`src/verilog/speed_profile_defines.vh`:
```
// Constants for the speed-reference profile register bank
`ifndef SPEED_PROFILE_DEFINES_VH
`define SPEED_PROFILE_DEFINES_VH

// ==========================================================
// Word geometry and reset
`define WORD_W          32
`define ADDR_W          8
`define NUM_WORDS       5
`define WORD_RESET      32'h0000_0000
`define FIELD_RESET     8'h00

// ==========================================================
// Byte offsets as printed
`define OFS_SELECT_DUTY 8'h94
`define OFS_BREAKPOINTS 8'h96
`define OFS_SECOND_DUTY 8'h98
`define OFS_REF_LEVELS  8'h9a
`define OFS_REF_UPPER   8'h9c

// ==========================================================
// Word indices
`define IDX_SELECT_DUTY 3'h0
`define IDX_BREAKPOINTS 3'h1
`define IDX_SECOND_DUTY 3'h2
`define IDX_REF_LEVELS  3'h3
`define IDX_REF_UPPER   3'h4
`define IDX_NONE        3'h7

// ==========================================================
// First word fields
`define MODE_HI         30
`define MODE_LO         29
`define ON1_HI          28
`define ON1_LO          21
`define OFF1_HI         20
`define OFF1_LO         13
`define CLAMP1_HI       12
`define CLAMP1_LO       5
`define DUTY_A_UP_HI    4
`define DUTY_A_UP_LO    0

// ==========================================================
// Second word fields
`define DUTY_A_DN_HI    30
`define DUTY_A_DN_LO    28
`define DUTY_B_HI       27
`define DUTY_B_LO       20
`define DUTY_C_HI       19
`define DUTY_C_LO       12
`define DUTY_D_HI       11
`define DUTY_D_LO       4
`define DUTY_E_UP_HI    3
`define DUTY_E_UP_LO    0

// ==========================================================
// Third word fields
`define DUTY_E_DN_HI    30
`define DUTY_E_DN_LO    27
`define ON2_HI          26
`define ON2_LO          19
`define OFF2_HI         18
`define OFF2_LO         11
`define CLAMP2_HI       10
`define CLAMP2_LO       3
`define HYS_HI          2
`define HYS_LO          1

// ==========================================================
// Fourth and fifth word fields
`define ROFF1_HI        30
`define ROFF1_LO        23
`define RCLAMP1_HI      22
`define RCLAMP1_LO      15
`define REF_A_HI        14
`define REF_A_LO        7
`define REF_B_UP_HI     6
`define REF_B_UP_LO     0
`define REF_B_DN        30

// ==========================================================
// Mapping modes and hysteresis codes
`define MODE_EQUATION   2'h0
`define MODE_LINEAR     2'h1
`define MODE_STAIRCASE  2'h2
`define MODE_FWD_REV    2'h3
`define HYS_CODE_0      2'h0
`define HYS_CODE_1      2'h1
`define HYS_CODE_2      2'h2
`define HYS_CODE_3      2'h3
`define HYS_HALF_0      3'h0
`define HYS_HALF_1      3'h1
`define HYS_HALF_2      3'h2
`define HYS_HALF_3      3'h4

`endif

```
`src/verilog/speed_reference_profile_regs.v`:
```
// Speed-reference profile configuration register bank
//
// Notes on behaviour
// RQ1 - Bits 30-29 word one select mapping mode
// RQ2 - Word one bits 28-21: first turn-on duty
// RQ3 - Word one bits 20-13: first turn-off duty
// RQ4 - Word one bits 12-5: first clamp duty
// RQ5 - Duty A joins word one 4-0, word two 30-28
// RQ6 - Duties B, C, D in word two
// RQ7 - Duty E joins word two 3-0, word three 30-27
// RQ8 - Second turn-on, turn-off duty in word three
// RQ9 - Word three bits 10-3: second clamp duty
// RQ10 - Word three bits 2-1 pick hysteresis step
// RQ11 - Word four bits 30-23: first turn-off reference
// RQ12 - Word four bits 22-15: first clamp reference
// RQ13 - Word four bits 14-7: breakpoint reference A
// RQ14 - Word four bits 6-0: reference B upper
// RQ15 - Word five bit 30: reference B lowest
// RQ16 - Every word clears to zero on reset
// RQ17 - Reads return last written; splits join late
`default_nettype none
`include "speed_profile_defines.vh"

module speed_reference_profile_regs (
  input  wire                 clk_sys,
  input  wire                 arst_n,
  input  wire                 wr_en,
  input  wire                 rd_en,
  input  wire [`ADDR_W-1:0]   addr,
  input  wire [`WORD_W-1:0]   wr_data,
  output reg  [`WORD_W-1:0]   rd_data,
  output reg                  rd_valid,
  output reg                  rd_unmapped,
  output reg  [1:0]           profile_mode,
  output reg                  mode_equation,
  output reg                  mode_linear,
  output reg                  mode_staircase,
  output reg                  mode_fwd_rev,
  output reg  [7:0]           turn_on_duty_first,
  output reg  [7:0]           turn_off_duty_first,
  output reg  [7:0]           clamp_duty_first,
  output wire [7:0]           duty_a,
  output reg  [7:0]           duty_b,
  output reg  [7:0]           duty_c,
  output reg  [7:0]           duty_d,
  output wire [7:0]           duty_e,
  output reg  [7:0]           turn_on_duty_second,
  output reg  [7:0]           turn_off_duty_second,
  output reg  [7:0]           clamp_duty_second,
  output reg  [1:0]           duty_hysteresis_sel,
  output reg  [2:0]           duty_hysteresis_half_pct,
  output reg  [7:0]           turn_off_reference_first,
  output reg  [7:0]           clamp_reference_first,
  output reg  [7:0]           reference_a,
  output wire [7:0]           reference_b,
  output wire                 duty_a_pending,
  output wire                 duty_e_pending,
  output wire                 reference_b_pending
);

  // ==========================================================
  // Address decode
  // Odd and unlisted offsets decode to no word
  function [2:0] word_index;
    input [`ADDR_W-1:0] a;
    begin
      case (a)
        `OFS_SELECT_DUTY: word_index = `IDX_SELECT_DUTY;
        `OFS_BREAKPOINTS: word_index = `IDX_BREAKPOINTS;
        `OFS_SECOND_DUTY: word_index = `IDX_SECOND_DUTY;
        `OFS_REF_LEVELS:  word_index = `IDX_REF_LEVELS;
        `OFS_REF_UPPER:   word_index = `IDX_REF_UPPER;
        default:          word_index = `IDX_NONE;
      endcase
    end
  endfunction

  wire [2:0] wr_idx = word_index(addr);
  wire [2:0] rd_idx = word_index(addr);

  // ==========================================================
  // Write strobes
  // One strobe per word; unmapped offsets raise none
  wire [`NUM_WORDS-1:0] wr_hit;

  assign wr_hit[`IDX_SELECT_DUTY] = wr_en && (wr_idx == `IDX_SELECT_DUTY);
  assign wr_hit[`IDX_BREAKPOINTS] = wr_en && (wr_idx == `IDX_BREAKPOINTS);
  assign wr_hit[`IDX_SECOND_DUTY] = wr_en && (wr_idx == `IDX_SECOND_DUTY);
  assign wr_hit[`IDX_REF_LEVELS]  = wr_en && (wr_idx == `IDX_REF_LEVELS);
  assign wr_hit[`IDX_REF_UPPER]   = wr_en && (wr_idx == `IDX_REF_UPPER);

  // ==========================================================
  // Storage words
  wire [`NUM_WORDS*`WORD_W-1:0] words;
  wire [`NUM_WORDS-1:0]         written;

  genvar i;
  generate
    for (i = 0; i < `NUM_WORDS; i = i + 1) begin : g_word
      // RQ16 cleared on reset
      profile_word u_word (
        .clk_sys (clk_sys),
        .arst_n  (arst_n),
        .wr_en   (wr_hit[i]),
        .wr_data (wr_data),
        .value   (words[i*`WORD_W +: `WORD_W]),
        .written (written[i])
      );
    end
  endgenerate

  wire [`WORD_W-1:0] w_select =
    words[`IDX_SELECT_DUTY*`WORD_W +: `WORD_W];
  wire [`WORD_W-1:0] w_breaks =
    words[`IDX_BREAKPOINTS*`WORD_W +: `WORD_W];
  wire [`WORD_W-1:0] w_second =
    words[`IDX_SECOND_DUTY*`WORD_W +: `WORD_W];
  wire [`WORD_W-1:0] w_levels =
    words[`IDX_REF_LEVELS*`WORD_W +: `WORD_W];
  wire [`WORD_W-1:0] w_upper =
    words[`IDX_REF_UPPER*`WORD_W +: `WORD_W];

  // ==========================================================
  // Read port
  reg [`WORD_W-1:0] next_rd_data;
  reg               next_unmapped;

  always @* begin
    next_rd_data  = `WORD_RESET;
    next_unmapped = 1'b0;
    if (rd_idx == `IDX_NONE) begin
      next_unmapped = rd_en;
    end else begin
      // RQ17 readback as written
      next_rd_data = words[rd_idx*`WORD_W +: `WORD_W];
    end
  end

  // Strobes last one cycle per read
  always @(posedge clk_sys or negedge arst_n) begin
    if (!arst_n) begin
      rd_valid    <= 1'b0;
      rd_unmapped <= 1'b0;
    end else begin
      rd_valid    <= rd_en;
      rd_unmapped <= next_unmapped;
    end
  end

  // Read of a word written in the same cycle returns the old value;
  // data then holds until the next read
  always @(posedge clk_sys or negedge arst_n) begin
    if (!arst_n) begin
      rd_data <= `WORD_RESET;
    end else if (rd_en) begin
      rd_data <= next_rd_data;
    end
  end

  // ==========================================================
  // Split fields
  // RQ5 duty A halves joined
  split_join #(
    .HI_W (`DUTY_A_UP_HI-`DUTY_A_UP_LO+1),
    .LO_W (`DUTY_A_DN_HI-`DUTY_A_DN_LO+1)
  ) u_duty_a (
    .clk_sys    (clk_sys),
    .arst_n     (arst_n),
    .hi_part    (w_select[`DUTY_A_UP_HI:`DUTY_A_UP_LO]),
    .lo_part    (w_breaks[`DUTY_A_DN_HI:`DUTY_A_DN_LO]),
    .hi_written (written[`IDX_SELECT_DUTY]),
    .lo_written (written[`IDX_BREAKPOINTS]),
    .value      (duty_a),
    .pending    (duty_a_pending)
  );

  // RQ7 duty E halves joined
  split_join #(
    .HI_W (`DUTY_E_UP_HI-`DUTY_E_UP_LO+1),
    .LO_W (`DUTY_E_DN_HI-`DUTY_E_DN_LO+1)
  ) u_duty_e (
    .clk_sys    (clk_sys),
    .arst_n     (arst_n),
    .hi_part    (w_breaks[`DUTY_E_UP_HI:`DUTY_E_UP_LO]),
    .lo_part    (w_second[`DUTY_E_DN_HI:`DUTY_E_DN_LO]),
    .hi_written (written[`IDX_BREAKPOINTS]),
    .lo_written (written[`IDX_SECOND_DUTY]),
    .value      (duty_e),
    .pending    (duty_e_pending)
  );

  // RQ14 upper seven bits
  // RQ15 lowest bit from fifth word
  split_join #(
    .HI_W (`REF_B_UP_HI-`REF_B_UP_LO+1),
    .LO_W (1)
  ) u_ref_b (
    .clk_sys    (clk_sys),
    .arst_n     (arst_n),
    .hi_part    (w_levels[`REF_B_UP_HI:`REF_B_UP_LO]),
    .lo_part    (w_upper[`REF_B_DN]),
    .hi_written (written[`IDX_REF_LEVELS]),
    .lo_written (written[`IDX_REF_UPPER]),
    .value      (reference_b),
    .pending    (reference_b_pending)
  );

  // ==========================================================
  // Field slices
  // Word one
  wire [1:0] mode_field    = w_select[`MODE_HI:`MODE_LO];
  wire [7:0] on1_field     = w_select[`ON1_HI:`ON1_LO];
  wire [7:0] off1_field    = w_select[`OFF1_HI:`OFF1_LO];
  wire [7:0] clamp1_field  = w_select[`CLAMP1_HI:`CLAMP1_LO];

  // Word two
  wire [7:0] b_field       = w_breaks[`DUTY_B_HI:`DUTY_B_LO];
  wire [7:0] c_field       = w_breaks[`DUTY_C_HI:`DUTY_C_LO];
  wire [7:0] d_field       = w_breaks[`DUTY_D_HI:`DUTY_D_LO];

  // Word three
  wire [7:0] on2_field     = w_second[`ON2_HI:`ON2_LO];
  wire [7:0] off2_field    = w_second[`OFF2_HI:`OFF2_LO];
  wire [7:0] clamp2_field  = w_second[`CLAMP2_HI:`CLAMP2_LO];
  wire [1:0] hys_field     = w_second[`HYS_HI:`HYS_LO];

  // Word four
  wire [7:0] roff1_field   = w_levels[`ROFF1_HI:`ROFF1_LO];
  wire [7:0] rclamp1_field = w_levels[`RCLAMP1_HI:`RCLAMP1_LO];
  wire [7:0] ref_a_field   = w_levels[`REF_A_HI:`REF_A_LO];

  // ==========================================================
  // Mode and hysteresis decode
  reg [2:0] next_hys_half;
  reg [3:0] next_mode_hot;

  always @* begin
    // RQ10 hysteresis in half-percent steps
    case (hys_field)
      `HYS_CODE_0: next_hys_half = `HYS_HALF_0;
      `HYS_CODE_1: next_hys_half = `HYS_HALF_1;
      `HYS_CODE_2: next_hys_half = `HYS_HALF_2;
      `HYS_CODE_3: next_hys_half = `HYS_HALF_3;
      default:     next_hys_half = `HYS_HALF_0;
    endcase
  end

  always @* begin
    // RQ1 mapping mode one-hot
    case (mode_field)
      `MODE_EQUATION:  next_mode_hot = 4'h1;
      `MODE_LINEAR:    next_mode_hot = 4'h2;
      `MODE_STAIRCASE: next_mode_hot = 4'h4;
      `MODE_FWD_REV:   next_mode_hot = 4'h8;
      default:         next_mode_hot = 4'h1;
    endcase
  end

  // ==========================================================
  // Mode outputs
  // Registered so every field lags its word by one edge,
  // matching the split joins
  always @(posedge clk_sys or negedge arst_n) begin
    if (!arst_n) begin
      profile_mode   <= `MODE_EQUATION;
      mode_equation  <= 1'b1;
      mode_linear    <= 1'b0;
      mode_staircase <= 1'b0;
      mode_fwd_rev   <= 1'b0;
    end else begin
      // RQ1 mode select
      profile_mode   <= mode_field;
      mode_equation  <= next_mode_hot[0];
      mode_linear    <= next_mode_hot[1];
      mode_staircase <= next_mode_hot[2];
      mode_fwd_rev   <= next_mode_hot[3];
    end
  end

  // ==========================================================
  // First range duties
  always @(posedge clk_sys or negedge arst_n) begin
    if (!arst_n) begin
      turn_on_duty_first  <= `FIELD_RESET;
      turn_off_duty_first <= `FIELD_RESET;
      clamp_duty_first    <= `FIELD_RESET;
    end else begin
      // RQ2 first turn-on
      turn_on_duty_first  <= on1_field;
      // RQ3 first turn-off
      turn_off_duty_first <= off1_field;
      // RQ4 first clamp
      clamp_duty_first    <= clamp1_field;
    end
  end

  // ==========================================================
  // Breakpoint duties
  always @(posedge clk_sys or negedge arst_n) begin
    if (!arst_n) begin
      duty_b <= `FIELD_RESET;
      duty_c <= `FIELD_RESET;
      duty_d <= `FIELD_RESET;
    end else begin
      // RQ6 breakpoint duties
      duty_b <= b_field;
      duty_c <= c_field;
      duty_d <= d_field;
    end
  end

  // ==========================================================
  // Second range duties and hysteresis
  always @(posedge clk_sys or negedge arst_n) begin
    if (!arst_n) begin
      turn_on_duty_second      <= `FIELD_RESET;
      turn_off_duty_second     <= `FIELD_RESET;
      clamp_duty_second        <= `FIELD_RESET;
      duty_hysteresis_sel      <= `HYS_CODE_0;
      duty_hysteresis_half_pct <= `HYS_HALF_0;
    end else begin
      // RQ8 second turn-on, turn-off
      turn_on_duty_second      <= on2_field;
      turn_off_duty_second     <= off2_field;
      // RQ9 second clamp
      clamp_duty_second        <= clamp2_field;
      // RQ10 hysteresis select
      duty_hysteresis_sel      <= hys_field;
      duty_hysteresis_half_pct <= next_hys_half;
    end
  end

  // ==========================================================
  // Reference levels
  always @(posedge clk_sys or negedge arst_n) begin
    if (!arst_n) begin
      turn_off_reference_first <= `FIELD_RESET;
      clamp_reference_first    <= `FIELD_RESET;
      reference_a              <= `FIELD_RESET;
    end else begin
      // RQ11 first turn-off reference
      turn_off_reference_first <= roff1_field;
      // RQ12 first clamp reference
      clamp_reference_first    <= rclamp1_field;
      // RQ13 breakpoint reference A
      reference_a              <= ref_a_field;
    end
  end

endmodule
`default_nettype wire

```
`src/verilog/profile_word.v`:
```
// One read-write 32-bit profile configuration word
`default_nettype none
`include "speed_profile_defines.vh"

module profile_word (
  input  wire                 clk_sys,
  input  wire                 arst_n,
  input  wire                 wr_en,
  input  wire [`WORD_W-1:0]   wr_data,
  output reg  [`WORD_W-1:0]   value,
  output reg                  written
);

  // ==========================================================
  // Storage
  always @(posedge clk_sys or negedge arst_n) begin
    if (!arst_n) begin
      value   <= `WORD_RESET;
      written <= 1'b0;
    end else begin
      // Whole word kept, reserved bit too
      if (wr_en) begin
        value <= wr_data;
      end
      written <= wr_en;
    end
  end

endmodule
`default_nettype wire

```
`src/verilog/split_join.v`:
```
// Joins a field split over two words once both halves are written
`default_nettype none
`include "speed_profile_defines.vh"

module split_join #(
  parameter HI_W = 5,
  parameter LO_W = 3
) (
  input  wire                 clk_sys,
  input  wire                 arst_n,
  input  wire [HI_W-1:0]      hi_part,
  input  wire [LO_W-1:0]      lo_part,
  input  wire                 hi_written,
  input  wire                 lo_written,
  output reg  [HI_W+LO_W-1:0] value,
  output reg                  pending
);

  // ==========================================================
  // Pending halves
  reg  hi_pend;
  reg  lo_pend;
  wire hi_seen = hi_pend | hi_written;
  wire lo_seen = lo_pend | lo_written;
  wire both    = hi_seen & lo_seen;

  // Half-updated values never reach the profile logic
  // RQ17 join once both written
  always @(posedge clk_sys or negedge arst_n) begin
    if (!arst_n) begin
      value   <= {(HI_W+LO_W){1'b0}};
      hi_pend <= 1'b0;
      lo_pend <= 1'b0;
      pending <= 1'b0;
    end else if (both) begin
      value   <= {hi_part, lo_part};
      hi_pend <= 1'b0;
      lo_pend <= 1'b0;
      pending <= 1'b0;
    end else begin
      hi_pend <= hi_seen;
      lo_pend <= lo_seen;
      pending <= hi_seen | lo_seen;
    end
  end

endmodule
`default_nettype wire

```
`config.mk`:
```
export PLATFORM = sky130hd
export DESIGN_NAME = speed_reference_profile_regs
export DESIGN_NICKNAME = d
export VERILOG_FILES = /design/src/verilog/speed_reference_profile_regs.v /design/src/verilog/profile_word.v /design/src/verilog/split_join.v
export VERILOG_INCLUDE_DIRS = /design/src /design/src/verilog
export SDC_FILE = /design/constraint.sdc
export NUM_CORES = 1
export LEC_CHECK = 0
export ABC_AREA = 0
export BUFFER_PORTS_ARGS = -buffer_cell sky130_fd_sc_hd__buf_2
export CAP_MARGIN = 5
export CORE_MARGIN = 8
export CORE_UTILIZATION = 30
export DETAILED_ROUTE_END_ITERATION = 7
export HOLD_SLACK_MARGIN = 0.02
export MAX_ROUTING_LAYER = met4
export PLACE_DENSITY = 0.55
export SETUP_SLACK_MARGIN = 0.02
export SLEW_MARGIN = 20
export SYNTH_ARGS = -nofsm -noshare
export SYNTH_HDL_FRONTEND = slang
export SYNTH_SLANG_ARGS = --single-unit
```
`constraint.sdc`:
```
create_clock -name clk_sys -period 3.8 [get_ports clk_sys]
set_input_delay 0.57 -clock clk_sys [delete_from_list [all_inputs] [get_ports clk_sys]]
set_output_delay 0.57 -clock clk_sys [all_outputs]
set_load 0.01 [all_outputs]
```
==> flow_summary.json <==
{
  "status": "complete, no violations",
  "rsz0062_at_grt": "no",
  "cts.path.max_buffers": 3,
  "postRouteAntennaNets": 0,
  "setup_viol": 0,
  "hold_viol": 0,
  "die_area_um2": 48500,
  "grt_max_degree": 107,
  "hold_path_class": "in2async",
  "startpoint_type": "input pin",
  "peakVddDrop_uv": 310,
  "viasPerCell": 4.77,
  "grt_overflow": 0,
  "worst-path-buf-inv": 2,
  "syn_area_um2": 12500,
  "die_w_um": 220,
  "cts-root-buf": "clkbuf_16",
  "layoutNonFillerInstCount": 1587,
  "drc": 0,
  "rows": 75,
  "mostFrequentLayoutCells": "dfrtp_1, buf_2, mux2_2",
  "ys_ff_latch": 339,
  "place.gp.congestion": 0.739,
  "grt_pass1_wl_um": 52700,
  "nets": 1068,
  "cp.required_ns": 4.20,
  "power_leakage_nw": 8.25,
  "fin_util_pct": 37.5,
  "final_common_cell": "dfrtp_1",
  "yosys_warnings": 0,
  "hold_buffers": 0,
  "ys_top_cells_by_area": "dfrtp_1, mux2_2, mux2_4",
  "multi_input_area_um2": 3760,
  "fillers": 3988,
  "path_class": "in2reg",
  "p_per_area_nw_per_um2": 527,
  "fin_skew_ns": 0.0173,
  "postCtsSetupBuffers": 0,
  "place_hpwl_um": 22000,
  "cp_max_fo": 20,
  "place_inst": 1514,
  "tns_ns": 0,
  "cp_slowest_cell": "clkinv_1",
  "num_vias": 7568,
  "cts_tree": "done",
  "portBuffers": 211,
  "cts.clk_slew.worst_paths_ns": 0.06,
  "synth.avg_cell_area_um2": 15.7,
  "ys_types": 37,
  "period_share_pct": 57.8,
  "largest_reg_flops": 160,
  "cp_slowest_stage_delay_ns": 0.99,
  "cp.arrival_ns": 2.60,
  "seq_area_um2": 8480,
  "path_delay_family": "buffers and inverters",
  "h-tree-depth": 2,
  "dr.pass1.iters": 4,
  "antenna_found_initial": 3,
  "cts_repair_resize_count": 0,
  "first_global_vias": 8120,
  "fp.dieH_um": 220,
  "top_regs": "g_word.u_word.value x160, rd_data x32",
  "track_usage_pct": 15.0,
  "place_ws_ns": 0.698,
  "clk_latency_ns": 0.54,
  "period_needed_ns": 2.20,
  "fmax_mhz": 455,
  "cp-end-kind": "flop",
  "layout_setup_ws_ns": 1.60,
  "path_cells": "buf_2 -> clkinv_1 -> a221o_1",
  "routed_wl_um": 35400,
  "cts.sinks": 339,
  "syn_nets": 850,
  "syn_to_final_growth_pct": 24.4,
  "design.core.area_um2": 41600,
  "wire_per_inst_um": 22.3,
  "drv_cap": 0,
  "synth_top_cell_by_area": "dfrtp_1",
  "worstMarginPinSlew_ns": 1.04,
  "initial_utilization_pct": 30.1,
  "io_pins": 212,
  "regMostFlops": "g_word.u_word.value",
  "cts_buffers": 38,
  "maxSlewHeadroom_pct": 30.3,
  "final_layout_size_suffix_gt1_share_pct": 46.1,
  "synth_top_area_share_pct": 67.5,
  "yosysSeqAreaShare_pct": 67.8,
  "netlist_instances": 797,
  "dr.first_iter.drc_count": 425,
  "slew_viol_final": 0
}
==> layout make-up <==
class / count / area share, %
diodes: 5 / 0.0803
inverters: 11 / 0.265
flip-flops and latches: 339 / 54.5
clock buffers: 57 / 7.42
repair buffers: 232 / 8.11
well taps: 539 / 4.33
clock inverters: 11 / 1.21
multi-input cells: 393 / 24.1
==> routing by layer <==
layer | vias to the layer above | GRT usage [%] | part of all wire (%)
met4 | 0 | 4.23 | 2.2
met3 | 56 | 3.96 | 6.8
met5 | - | - | 0
li1 | 3359 | - | -
met2 | 228 | 23.2 | 47
met1 | 3925 | 19.3 | 44
==> metrics by stage <==
stage	total power [mW]	cell area, um2	hold slack (ns)
2_1_floorplan	4.10	12500	0.274
3_3_place_gp	4.38	14200	0.374
3_5_place_dp	4.39	14200	0.380
4_1_cts	8.35	15600	0.132
5_1_grt	8.54	15600	0.179
6_report	8.21	15600	0.132
==> Yosys cell counts, drive strengths merged <==
cell,instances
nand3,2
and4,2
or4b,1
or2,6
dfrtp,338
o221ai,13
a21oi,2
dfstp,1
and2,4
nand2,4
nand4,3
buf,15
or4,1
o211ai,2
o31ai,1
ha,9
clkbuf,39
nor2b,36
o22ai,31
nand2b,3
nand3b,1
nor2,2
and3,1
nor3,1
a221o,31
o21ai,13
nor4b,2
xor2,1
nor4,1
inv,11
a211oi,36
mux2,184
==> kinds of logic after synthesis <==
family	Yosys count	synth area share [%]
compound gates	129	7.87
flops	339	67.8
simple gates	70	3.60
xor+xnor	1	0.0700
fa+ha+maj	9	0.899
mux	184	17.4
buf+inv	65	2.36
==> worst paths after layout <==
| path | cells past startpoint | slack (ns) | endpoint | start |
|---|---|---|---|---|
| max in group asynchronous | 2 | 2.78 | clamp_duty_first[6]$_DFF_PN0_ | arst_n |
| worst max register to register | 3 | 2.18 | u_duty_e.value[2]$_DFFE_PN0P_ | g_word[2].u_word.written$_DFF_PN0_ |
| min in group clk_sys | 2 | 0.31 | g_word[2].u_word.value[1]$_DFFE_PN0P_ | wr_data[1] |
| worst min register to register | 0 | 0.39 | turn_off_duty_second[2]$_DFF_PN0_ | g_word[2].u_word.value[13]$_DFFE_PN0P_ |
| worst min-delay path | 1 | 0.13 | g_word[3].u_word.value[23]$_DFFE_PN0P_ | arst_n |
| worst max-delay path | 3 | 1.60 | rd_data[23]$_DFFE_PN0P_ | rd_en |
==> power breakdown <==
| part | switching, mW | internal, mW | total, mW |
|---|---|---|---|
| sequential | 0.0876 | 3.76 | 3.85 |
| combinational | 0.277 | 0.186 | 0.463 |
| clock | 1.46 | 2.44 | 3.90 |
| total | 1.82 | 6.39 | 8.21 |
(Power assumes the default switching activity.)
